File: src/hdl/strap_mux_pkg.sv
// Shared constants for the strap latch and pin function block
package strap_mux_pkg;
  // Reset phase of the pin logic
  typedef enum logic [1:0] {
    ST_RESET = 2'b01,
    ST_RUN = 2'b10
  } phase_t;
  // Register bus widths
  localparam int ADDR_W = 8;
  localparam int DATA_W = 8;
  typedef logic [ADDR_W-1:0] addr_t;
  typedef logic [DATA_W-1:0] data_t;
  // Register offsets
  localparam addr_t OFS_REF_A_CONFIG = 8'h00;
  localparam addr_t OFS_REF_B_CONFIG = 8'h01;
  localparam addr_t OFS_MASTER_CONFIG_1 = 8'h02;
  localparam addr_t OFS_MASTER_CONFIG_3 = 8'h03;
  localparam addr_t OFS_MASTER_CONFIG_6 = 8'h04;
  localparam addr_t OFS_MASTER_CONFIG_8 = 8'h05;
  localparam addr_t OFS_MASTER_CONFIG_10 = 8'h06;
  localparam addr_t OFS_MASTER_STATUS_2 = 8'h07;
  localparam addr_t OFS_FRAME_PULSE_CONFIG = 8'h08;
  localparam addr_t OFS_GP_IO_CONTROL = 8'h09;
  localparam addr_t OFS_GP_IO_STATE = 8'h0a;
  localparam addr_t OFS_IRQ_PIN_CONFIG = 8'h0b;
  localparam addr_t OFS_SE_OUT_RATE = 8'h0c;
  localparam addr_t OFS_DIFF_OUT_RATE = 8'h0d;
  // Field positions of irq_pin_config
  localparam int IRQ_ABSENT_MODE = 0;
  localparam int IRQ_ACTIVE_HIGH = 1;
  localparam int IRQ_OPEN_DRAIN = 2;
  localparam int IRQ_GP_MODE = 3;
  localparam int IRQ_GP_VALUE = 4;
  localparam int IRQ_CFG_W = 5;
  // Field positions of frame_pulse_config
  localparam int FP_FRAME_INVERT = 0;
  localparam int FP_FRAME_SHAPE = 1;
  localparam int FP_MFRAME_INVERT = 2;
  localparam int FP_MFRAME_SHAPE = 3;
  // Strap widths and the synchronised strap vector layout
  localparam int RATE_STRAP_W = 3;
  localparam int RATE_CODE_W = 4;
  localparam int GP_W = 4;
  localparam int STRAP_W = 10;
  localparam int SV_INPUT = 0;
  localparam int SV_SE = 3;
  localparam int SV_DIFF = 6;
  localparam int SV_FAMILY = 9;
  // Frame timing
  localparam int CLK_PERIOD_NS = 100;
  localparam int FRAME_PERIOD_NS = 125000;
  localparam int MFRAME_PERIOD_NS = 500000;
  localparam int FRAME_CYCLES = FRAME_PERIOD_NS / CLK_PERIOD_NS;
  localparam int MFRAME_CYCLES = MFRAME_PERIOD_NS / CLK_PERIOD_NS;
endpackage : strap_mux_pkg

File: src/hdl/frame_cfg_if.sv
// Settings and output of one frame pulse generator
interface frame_cfg_if;
  logic invert;
  logic shape;
  logic pulse;
  modport ctl (output invert, output shape, input pulse);
  modport gen (input invert, input shape, output pulse);
endinterface : frame_cfg_if

File: src/hdl/strap_sync.sv
// Two-stage synchroniser for strap and shared pin levels
module strap_sync #(
  parameter int WIDTH = 10
) (
  // Clock
  input wire logic ref_clk,
  // Levels
  input wire logic [WIDTH-1:0] din,
  output logic [WIDTH-1:0] dout
);
  import strap_mux_pkg::*;
  typedef struct packed {
    logic [WIDTH-1:0] meta;
    logic [WIDTH-1:0] held;
  } sync_t;
  sync_t s_q;
  sync_t s_d;
  // No reset here so the levels seen during reset are ready at release
  always_comb begin
    s_d.meta = din;
    s_d.held = s_q.meta;
  end
  always_ff @(posedge ref_clk) begin
    s_q <= s_d;
  end
  assign dout = s_q.held;
endmodule : strap_sync

File: src/hdl/frame_pulse_gen.sv
// Frame or multiframe clock and pulse generator
module frame_pulse_gen #(
  parameter int PERIOD = 1250
) (
  // Clock and reset
  input wire logic ref_clk,
  input wire logic sys_rst,
  // Settings and output
  frame_cfg_if.gen cfg
);
  import strap_mux_pkg::*;
  localparam int CW = $clog2(PERIOD);
  typedef struct packed {
    logic [CW-1:0] cnt;
    logic level;
  } gen_t;
  gen_t s_q;
  gen_t s_d;
  logic raw;
  always_comb begin
    s_d = s_q;
    if (s_q.cnt == CW'(PERIOD - 1)) begin
      s_d.cnt = '0;
    end else begin
      s_d.cnt = s_q.cnt + CW'(1);
    end
    // Clock mode is high for the first half; pulse mode is one cycle wide
    raw = cfg.shape ? (s_d.cnt == '0) : (s_d.cnt < CW'(PERIOD / 2));
    s_d.level = raw ^ cfg.invert;
  end
  always_ff @(posedge ref_clk) begin
    if (sys_rst) begin
      // Counter parks at its last count so the output is low in reset and a period starts on release
      s_q.cnt <= CW'(PERIOD - 1);
      s_q.level <= 1'b0;
    end else begin
      s_q <= s_d;
    end
  end
  assign cfg.pulse = s_q.level;
endmodule : frame_pulse_gen

File: src/hdl/strap_pin_mux.sv
// Strap latch, shared pin functions and register file of the timing device pins
//
// Strobed register access and the register offsets were decided locally.
module strap_pin_mux #(
  parameter int FRAME_PERIOD = strap_mux_pkg::FRAME_CYCLES,
  parameter int MFRAME_PERIOD = strap_mux_pkg::MFRAME_CYCLES
) (
  // Clock and reset
  input wire logic ref_clk,
  input wire logic sys_rst,
  // Register port
  input wire strap_mux_pkg::addr_t regAddr,
  input wire strap_mux_pkg::data_t regWdata,
  input wire logic regWr,
  input wire logic regRd,
  output strap_mux_pkg::data_t regRdata,
  // Dedicated straps
  input wire logic [2:0] inputRateStraps,
  input wire logic seOutRateStrap0,
  // Shared strap pins: se rate 1 / ref fail, se rate 2 / lock
  input wire logic refFailPinIn,
  output logic refFailPinOut,
  output logic refFailPinOe,
  input wire logic lockPinIn,
  output logic lockPinOut,
  output logic lockPinOe,
  // Shared strap pins: diff rate 0..2 and rate family / gpio 1..4
  input wire logic [3:0] gpPinIn,
  output logic [3:0] gpPinOut,
  output logic [3:0] gpPinOe,
  // Reference selection and monitors
  input wire logic sourceSelectPin,
  input wire logic refAActive,
  input wire logic refBActive,
  input wire logic dpllLocked,
  output logic selRefIsA,
  // Interrupt request / reference absent pin
  input wire logic irqPending,
  output logic irqOutPin,
  output logic irqOutOe,
  // Frame outputs
  output logic framePulseOut,
  output logic multiframePulseOut,
  // Configuration to the clock core
  output logic [3:0] refARateCode,
  output logic [3:0] refBRateCode,
  output logic [2:0] seOutRate,
  output logic [2:0] diffOutRate,
  output logic [1:0] diffOutSignalFormat,
  output logic rateFamilySelect,
  output logic digitalRateFamily1,
  output logic digitalRateFamily2,
  // Serial port pins
  input wire logic csN,
  input wire logic sclk,
  input wire logic sdi,
  input wire logic cpha,
  output logic sdo,
  // Serial bit stream to the framing logic
  input wire logic txBit,
  output logic rxBit,
  output logic rxValid
);
  import strap_mux_pkg::*;

  typedef struct packed {
    phase_t phase;
    logic [RATE_CODE_W-1:0] refA;
    logic [RATE_CODE_W-1:0] refB;
    logic lockEn;
    logic rateFam;
    logic dig1;
    logic dig2;
    logic [1:0] diffFmt;
    logic srfEn;
    logic [3:0] fpCfg;
    logic [GP_W-1:0] gpDir;
    logic [GP_W-1:0] gpVal;
    logic [IRQ_CFG_W-1:0] irqCfg;
    logic [RATE_STRAP_W-1:0] seRate;
    logic [RATE_STRAP_W-1:0] diffRate;
    data_t rdData;
    logic sdo;
    logic sclkPrev;
    logic rxBit;
    logic rxValid;
  } state_t;

  state_t s_q;
  state_t s_d;
  logic [STRAP_W-1:0] strapRaw;
  logic [STRAP_W-1:0] strapSync;
  logic running;
  logic selFail;
  logic lead;
  logic trail;
  logic capture;
  logic launch;
  logic irqLevel;
  frame_cfg_if frameIf ();
  frame_cfg_if mframeIf ();

  // Straps and shared pin levels share one synchroniser
  assign strapRaw = {gpPinIn[3], gpPinIn[2:0], lockPinIn, refFailPinIn, seOutRateStrap0,
                     inputRateStraps};

  strap_sync #(
    .WIDTH(STRAP_W)
  ) u_sync (
    .ref_clk(ref_clk),
    .din(strapRaw),
    .dout(strapSync)
  );

  frame_pulse_gen #(
    .PERIOD(FRAME_PERIOD)
  ) u_frame (
    .ref_clk(ref_clk),
    .sys_rst(sys_rst),
    .cfg(frameIf)
  );

  frame_pulse_gen #(
    .PERIOD(MFRAME_PERIOD)
  ) u_mframe (
    .ref_clk(ref_clk),
    .sys_rst(sys_rst),
    .cfg(mframeIf)
  );

  assign frameIf.invert = s_q.fpCfg[FP_FRAME_INVERT];
  assign frameIf.shape = s_q.fpCfg[FP_FRAME_SHAPE];
  assign mframeIf.invert = s_q.fpCfg[FP_MFRAME_INVERT];
  assign mframeIf.shape = s_q.fpCfg[FP_MFRAME_SHAPE];
  assign framePulseOut = frameIf.pulse;
  assign multiframePulseOut = mframeIf.pulse;

  assign running = (s_q.phase == ST_RUN);
  assign selRefIsA = sourceSelectPin;
  assign selFail = sourceSelectPin ? !refAActive : !refBActive;

  // Serial clock edges, clock idles low
  assign lead = sclk && !s_q.sclkPrev;
  assign trail = !sclk && s_q.sclkPrev;
  assign capture = cpha ? trail : lead;
  assign launch = cpha ? lead : trail;

  always_comb begin
    s_d = s_q;
    s_d.rxValid = 1'b0;
    s_d.rdData = '0;
    s_d.sclkPrev = sclk;
    case (s_q.phase)
      ST_RESET: begin
        // First edge after release takes the synchronised straps
        s_d.refA = {1'b0, strapSync[SV_INPUT +: RATE_STRAP_W]};
        s_d.refB = {1'b0, strapSync[SV_INPUT +: RATE_STRAP_W]};
        s_d.seRate = strapSync[SV_SE +: RATE_STRAP_W];
        s_d.diffRate = strapSync[SV_DIFF +: RATE_STRAP_W];
        s_d.rateFam = strapSync[SV_FAMILY];
        s_d.dig1 = strapSync[SV_FAMILY];
        s_d.dig2 = strapSync[SV_FAMILY];
        s_d.phase = ST_RUN;
      end
      ST_RUN: begin
        // Straps are not looked at again here
        if (regWr) begin
          case (regAddr)
            OFS_REF_A_CONFIG: s_d.refA = regWdata[RATE_CODE_W-1:0];
            OFS_REF_B_CONFIG: s_d.refB = regWdata[RATE_CODE_W-1:0];
            OFS_MASTER_CONFIG_1: s_d.lockEn = regWdata[0];
            OFS_MASTER_CONFIG_3: s_d.rateFam = regWdata[0];
            OFS_MASTER_CONFIG_6: begin
              s_d.dig1 = regWdata[0];
              s_d.dig2 = regWdata[1];
            end
            OFS_MASTER_CONFIG_8: s_d.diffFmt = regWdata[1:0];
            OFS_MASTER_CONFIG_10: s_d.srfEn = regWdata[0];
            OFS_FRAME_PULSE_CONFIG: s_d.fpCfg = regWdata[3:0];
            OFS_GP_IO_CONTROL: begin
              s_d.gpDir = regWdata[GP_W-1:0];
              s_d.gpVal = regWdata[2*GP_W-1:GP_W];
            end
            OFS_IRQ_PIN_CONFIG: s_d.irqCfg = regWdata[IRQ_CFG_W-1:0];
            OFS_SE_OUT_RATE: s_d.seRate = regWdata[RATE_STRAP_W-1:0];
            OFS_DIFF_OUT_RATE: s_d.diffRate = regWdata[RATE_STRAP_W-1:0];
            default: s_d.phase = ST_RUN;
          endcase
        end
        if (regRd) begin
          case (regAddr)
            OFS_REF_A_CONFIG: s_d.rdData = {4'h0, s_q.refA};
            OFS_REF_B_CONFIG: s_d.rdData = {4'h0, s_q.refB};
            OFS_MASTER_CONFIG_1: s_d.rdData = {7'h00, s_q.lockEn};
            OFS_MASTER_CONFIG_3: s_d.rdData = {7'h00, s_q.rateFam};
            OFS_MASTER_CONFIG_6: s_d.rdData = {6'h00, s_q.dig2, s_q.dig1};
            OFS_MASTER_CONFIG_8: s_d.rdData = {6'h00, s_q.diffFmt};
            OFS_MASTER_CONFIG_10: s_d.rdData = {7'h00, s_q.srfEn};
            OFS_MASTER_STATUS_2: s_d.rdData = {5'h00, sourceSelectPin, dpllLocked, selFail};
            OFS_FRAME_PULSE_CONFIG: s_d.rdData = {4'h0, s_q.fpCfg};
            OFS_GP_IO_CONTROL: s_d.rdData = {s_q.gpVal, s_q.gpDir};
            OFS_GP_IO_STATE: s_d.rdData = {4'h0, strapSync[SV_DIFF +: GP_W]};
            OFS_IRQ_PIN_CONFIG: s_d.rdData = {3'h0, s_q.irqCfg};
            OFS_SE_OUT_RATE: s_d.rdData = {5'h00, s_q.seRate};
            OFS_DIFF_OUT_RATE: s_d.rdData = {5'h00, s_q.diffRate};
            default: s_d.rdData = '0;
          endcase
        end
      end
      default: s_d.phase = ST_RESET;
    endcase
    // The port only moves while the master holds chip select low
    if (!csN && capture) begin
      s_d.rxBit = sdi;
      s_d.rxValid = 1'b1;
    end
    if (!csN && launch) begin
      s_d.sdo = txBit;
    end
  end

  // Synchronous reset; holding it keeps everything at defaults and waits for the straps
  always_ff @(posedge ref_clk) begin
    if (sys_rst) begin
      s_q <= '0;
      s_q.phase <= ST_RESET;
    end else begin
      s_q <= s_d;
    end
  end

  // Shared pins stay inputs during reset so the straps can be read
  assign refFailPinOut = selFail;
  assign refFailPinOe = running && s_q.srfEn;
  assign lockPinOut = s_q.lockEn && dpllLocked;
  assign lockPinOe = running;
  assign gpPinOut = s_q.gpVal;
  assign gpPinOe = running ? s_q.gpDir : '0;

  // Open drain only ever pulls low, so the enable carries the request
  always_comb begin
    if (s_q.irqCfg[IRQ_GP_MODE]) begin
      irqLevel = s_q.irqCfg[IRQ_GP_VALUE];
    end else begin
      irqLevel = s_q.irqCfg[IRQ_ACTIVE_HIGH] ? irqPending : !irqPending;
    end
    if (s_q.irqCfg[IRQ_ABSENT_MODE]) begin
      irqOutPin = selFail;
      irqOutOe = 1'b1;
    end else if (s_q.irqCfg[IRQ_OPEN_DRAIN]) begin
      irqOutPin = 1'b0;
      irqOutOe = !irqLevel;
    end else begin
      irqOutPin = irqLevel;
      irqOutOe = 1'b1;
    end
  end

  assign regRdata = s_q.rdData;
  assign refARateCode = s_q.refA;
  assign refBRateCode = s_q.refB;
  assign seOutRate = s_q.seRate;
  assign diffOutRate = s_q.diffRate;
  assign diffOutSignalFormat = s_q.diffFmt;
  assign rateFamilySelect = s_q.rateFam;
  assign digitalRateFamily1 = s_q.dig1;
  assign digitalRateFamily2 = s_q.dig2;
  assign sdo = s_q.sdo;
  assign rxBit = s_q.rxBit;
  assign rxValid = s_q.rxValid;
endmodule : strap_pin_mux

File: config.mk
export PLATFORM = sky130hd
export DESIGN_NAME = strap_pin_mux
export DESIGN_NICKNAME = d
export VERILOG_FILES = /design/src/hdl/strap_mux_pkg.sv /design/src/hdl/frame_cfg_if.sv /design/src/hdl/strap_sync.sv /design/src/hdl/frame_pulse_gen.sv /design/src/hdl/strap_pin_mux.sv
export SDC_FILE = /design/constraint.sdc
export NUM_CORES = 1
export LEC_CHECK = 0
export ABC_AREA = 1
export BUFFER_PORTS_ARGS = -buffer_cell sky130_fd_sc_hd__buf_2
export CAP_MARGIN = 20
export CORE_AREA = 5 5 95 97
export CTS_CLUSTER_DIAMETER = 200
export DETAILED_ROUTE_END_ITERATION = 6
export DIE_AREA = 0 0 100 102
export HOLD_SLACK_MARGIN = 0.1
export PLACE_DENSITY_LB_ADDON = 0.3
export SLEW_MARGIN = 20
export SYNTH_ARGS = -nofsm -noshare
export SYNTH_HDL_FRONTEND = slang
export SYNTH_SLANG_ARGS = --single-unit
File: constraint.sdc
create_clock -name ref_clk -period 2.45 [get_ports ref_clk]
set_input_delay 0.49 -clock ref_clk [delete_from_list [all_inputs] [get_ports ref_clk]]
set_output_delay 0.49 -clock ref_clk [all_outputs]
set_load 0.05 [all_outputs]
Word level (Yosys, flattened, before mapping) --
Cells that the tools add are included.
Storage, ports and cells: bits in writable memories 0, memories kept 0, bits in latches 0, register bits after elaboration 98, bits in read-only memories 0, input bits 40, word-level logic and storage cells 125
Operators by class: eq/ne operators 25, order comparisons 2, reduce and logical (&&, ||, !) cells 32, bitwise gates (word level) 4, $add $sub $neg 2, mux-type cells 34, multipliers 0, div/mod/pow operators 0, shift operators 0
Operators with widths (number):
- 8-bit one-hot mux with 14 select lines | 1
- 8-bit by 4-bit equality test with 1-bit output, second input constant | 6
- 40-bit two-way mux | 1
- 3-bit AND reduction | 12
- 8-bit by 3-bit equality test with 1-bit output, second input constant | 4
- 8-bit by 2-bit equality test with 1-bit output, second input constant | 2
- 4-bit two-way mux | 4
- 8-bit one-hot mux with 2 select lines | 1
- 1-bit two-way mux | 15
- 13-bit by 1-bit adder with 13-bit output, second input constant | 1
- 13-bit equality test, second input constant | 1
- 13-bit logical NOT | 1
- 13-bit by 12-bit < comparator with 1-bit output, second input constant | 1
- 13-bit two-way mux | 1
- 2-bit by 1-bit != test with 1-bit output, second input constant | 6
- 6-bit one-hot mux with 2 select lines | 1
- 12-bit OR reduction | 1
- 11-bit by 1-bit adder with 11-bit output, second input constant | 1
- 11-bit equality test, second input constant | 1
- 11-bit logical NOT | 1
- 11-bit by 10-bit < comparator with 1-bit output, second input constant | 1
- 11-bit two-way mux | 1
- 8-bit by 1-bit equality test with 1-bit output, second input constant | 1
- 8-bit logical NOT | 1
- other kinds (16) | 33

Logic depth before layout (Yosys ltp) --
word-level depth 6, depth in mapped cells 14, depth with buffers taken out 14

Modules after synthesis --
A second synthesis with hierarchy kept.
Unflattened totals: cells, all modules 705, area, all modules 5028.6 um2
By module, submodules not included:
- strap_pin_mux | cells an instance 424, area an instance 2945.3 um2, times used 1, seq. area each 1041.0 um2
- frame_pulse_gen at u_mframe | cells an instance 143, area an instance 918.4 um2, times used 1, seq. area each 280.3 um2
- frame_pulse_gen at u_frame | cells an instance 118, area an instance 764.5 um2, times used 1, seq. area each 240.2 um2
- strap_sync | cells an instance 20, area an instance 400.4 um2, times used 1, seq. area each 400.4 um2

Worst setup path after synthesis --
No wires, ideal clock.
path type in2out, start point input irqPending, end point output irqOutPin, required time 1960 ps, stages on the path 4, buffers on the path 0, setup slack 16 ps, data arrival time 1944 ps, path through xor2_1 -> nand2_1 -> o21ai_0 -> o31ai_1
Between the ends: word-level cells in the longest chain between the ends 5
RTL lines:
- start: declaration | RTL line strap_pin_mux.sv:38 | input wire logic irqPending,
- 1-bit logical NOT | RTL line strap_pin_mux.sv:245 | irqLevel = s_q.irqCfg[IRQ_ACTIVE_HIGH] ? irqPending : !irqPending;
- 1-bit two-way mux * | RTL line strap_pin_mux.sv:245
- 1-bit two-way mux * | RTL line strap_pin_mux.sv:242 | if (s_q.irqCfg[IRQ_GP_MODE]) begin
- 1-bit two-way mux * | RTL line strap_pin_mux.sv:250 | end else if (s_q.irqCfg[IRQ_OPEN_DRAIN]) begin
- 1-bit two-way mux * | RTL line strap_pin_mux.sv:247 | if (s_q.irqCfg[IRQ_ABSENT_MODE]) begin
- end: declaration | RTL line strap_pin_mux.sv:39 | output logic irqOutPin,
Mark *: on every way between the ends. The rest lies on a longest branch, timed or not.

Final worst setup path --
start point register s_q[50] (netlist name), end point output gpPinOe[3]
Between the ends: word-level cells in the longest chain between the ends 2
RTL lines:
- start: declaration | RTL line strap_pin_mux.sv:89 | state_t s_q;
- 2-bit equality test | RTL line strap_pin_mux.sv:138 | assign running = (s_q.phase == ST_RUN);
- 4-bit two-way mux | RTL line strap_pin_mux.sv:238 | assign gpPinOe = running ? s_q.gpDir : '0;
- end: declaration | RTL line strap_pin_mux.sv:30 | output logic [3:0] gpPinOe,
Every way passes these cells.

==> results.tsv <==
stage	metric	value	unit
worst_setup_path	worstSetupEndpointType	output port	
placed_design	buffer_ports.inserted	86	
drt	drtPass1Iterations	5	
timing	rsz_0062_raised_after_global_routing	no	
logic_synthesis	synthTopCellsByArea	dfxtp_1 (41%), nand2_1 (11%), inv_1 (5.5%)	
global_routing	grt_use_total	23.34	%
worst_setup_path	critical_path_peak_fanout	13	
layout	nets	739	
cts	post_cts_repair_timing_setup_buffer_count	0	
worst_setup_path	arrival_time_reported_for_the_critical_path_endpoint	1.72	ns
timing	timing.clock.skew	0.005857	ns
logic_synthesis	synth_enable_flop_cells	0	
worst_setup_path	setup.worst_path.start_class	flip-flop	
die	dieWidth	100	um
timing	min_period	2.210	ns
drt	detail_route.drc_violations	0	
global_routing	grt_pass1_vias	4171	
logic_synthesis	commonest_cells_in_the_synthesized_netlist	nand2_1 (141), dfxtp_1 (98), inv_1 (69), nor2_1 (50), o21ai_0 (48)	
drt	routed_via_density	5.370	
cts	cts_tree	yes	
logic_synthesis	ys_types	44	
job	max_cap_viol_count	0	
global_routing	wire_length_of_the_first_global_routing_pass	19.12	mm
logic_synthesis	synth.cell_area	4738	um2
placed_design	post-place-cells	787	
drt	wl_per_cell	14.45	um
layout	antenna-diode-count	0	
power_and_ir_drop	p_per_area	974.5	nW/um2
outcome	outcome	finished, final reports clean	
cts	ctsHtreeMaxLevel	3	
power_and_ir_drop	leakage	2.473	nW
layout	design_area	5254	um2
timing	timing.setup.tns	0	ns
cts	cts-root-buf	clkbuf_8	
logic_synthesis	synth_most_common_cell	nand2_1	
die	initial_utilization	58.85	%
cts	cts.repair.resized	0	
power_and_ir_drop	fin_total_pwr	0.005120	W
layout	finish.cell_count_without_fillers	803	
placed_design	dp_hpwl	9.054	mm
logic_synthesis	synth_top_area_cell	dfxtp_1	
die	floorplan.core_area	8051	um2
power_and_ir_drop	irDropWorstVdd	0.9024	mV
timing	min_period_over_period	90.20	%
placed_design	gp_congestion	0.9477	
logic_synthesis	postSynth.topFlopCell	dfxtp_1	
cts	clkSlewWorstSetupHoldPaths	0.11	ns
die	std_cell_rows	33	
cts	cts.sink_count	98	
drt	detailedRoute.firstIterationViolations	261	
logic_synthesis	synth-seq-area-share	41.40	%
logic_synthesis	synth.ff_latch_count	98	
global_routing	antenna_found_initial	0	
drt	postRouteAntennaNets	0	
drt	routed-via-count	4312	
drt	drt_wl_total	11.60	mm
global_routing	grt-ovfl-total	0	
worst_hold_path	worst_hold_path_type	in -> reg	
logic_synthesis	synth_area_per_cell	7.509	um2
die	die_height	102	um
cts	cts_made_buffers	9	
timing	tightestPinTransition	0.5400	ns
layout	final_util	65.25	%
cts	cts_buffer_depth	2	
die	die_area	10200	um2
worst_setup_path	worst_setup_path_type	reg -> out	
logic_synthesis	synth_cells	631	
timing	report.final.slew_viol_count	0	
logic_synthesis	yosysWarningCount	0	
cts	postCtsHoldBufs	0	
placed_design	dpl_cell_area	5056	um2
logic_synthesis	netlist.area_leader.share	41.40	%
timing	timing_hold_violations_final	0	
timing	worst_slew_margin_rel	64.00	%
worst_setup_path	critical_path_required	1.96	ns
timing	timing.final.setup_violations	0	
timing	max_freq	452.5	MHz
logic_synthesis	synth_async_sr_flop_share	0	%
cts	skew_pair_late_insertion_delay	0.36	ns
die	io_pins	87	
layout	share_of_post_route_cells_with_drive_strength_above_1	24.21	%
logic_synthesis	synth_fp_nets	677	
global_routing	grt_start_max_net_pins	29	
layout	syn2layout_area_growth	10.88	%
-- per-layer routing --
| layer | part of all wire, % | track usage, % | up-vias | wire length (um) |
|---|---|---|---|---|
| li1 | - | - | 2160 | - |
| met1 | 41 | 29.09 | 1972 | 4757 |
| met2 | 50 | 40.89 | 156 | 5832 |
| met3 | 6.3 | 4.164 | 24 | 732 |
| met4 | 2.4 | 7.979 | 0 | 281 |
| met5 | 0 | 0 | - | 0 |
-- area by class of cell --
cell class                      instances  area [um2]
Sequential cell                        98        1962
Tap cell                              105       131.4
Clock buffer                            9       123.9
Clock inverter                          7       73.82
Inverter                               78       295.3
Multi-Input combinational cell        416        2207
Timing Repair Buffer                   90       460.4
Fill cell                             744        2798
-- power by group --
group	total, W	internal, W	switching [W]
clock	0.00104	0.000407	0.000631
combinational	0.00199	0.000556	0.00143
sequential	0.00209	0.00186	0.000233
-- critical path: stages (launching register included) --
cell	delay (ns)
dfxtp_1	0.34
inv_1	0.08
ha_1	0.50
nand2_1	0.11
inv_1	0.07
buf_2	0.25
-- per-stage QoR --
stage	setup slack (ns)	hold WS, ns
after floorplan	0.01580	0.3096
after global placement	0.5210	0.3109
after detailed placement	0.4500	0.3121
after CTS	0.2652	0.2141
after global routing	0.1276	0.1948
final	0.2402	0.2221
-- cells in the final DEF, fill, tap and decap left out, types with 3 or more instances in the layout --
master	synthesis	routed
a211oi_1	4	4
a21oi_1	31	31
a31oi_1	15	15
buf_2	0	86
buf_4	30	4
clkbuf_8	0	9
dfxtp_1	98	98
ha_1	6	6
inv_1	69	69
inv_2	8	8
inv_6	0	4
nand2_1	141	141
nand2_2	8	8
nand3_1	27	27
nand3_2	7	7
nand4_1	12	12
nor2_1	50	50
nor2_2	8	8
nor2_4	8	8
nor3_1	7	7
nor3_2	5	5
o21ai_0	48	48
o21ai_2	4	4
o22ai_1	5	5
or2_2	4	4
xor2_1	3	3
-- logic make-up after synthesis --
logic type      share of synthesized area (%)
mux                                    0.2113
xor+xnor                               0.5546
flops                                   41.40
simple gates                            28.97
compound gates                          15.26
fa+ha+maj                               1.584
buf+inv                                 12.01
-- path summary, 6_finish.rpt --
check                          start             end  slack [ns]  cells after the start
setup reg to reg             s_q[50]         s_q[19]        0.35                      7
hold / removal    inputRateStraps[0]   u_sync.s_d[0]        0.22                      1
setup / recovery             s_q[50]      gpPinOe[3]        0.24                      5
hold reg to reg        u_sync.s_d[0]  u_sync.dout[0]        0.33                      0
-- flip-flops by register name (all words and copies together), names as in the netlist, 2 cells and up --
register             cells
s_q                     14
u_mframe.s_q            13
u_frame.s_q             11
u_sync.dout             10
u_sync.s_d              10
regRdata                 8
gpPinOut                 4
refARateCode             4
refBRateCode             4
diffOutRate              3
seOutRate                3
diffOutSignalFormat      2
No activity file was read; power rests on OpenSTA's default activity.
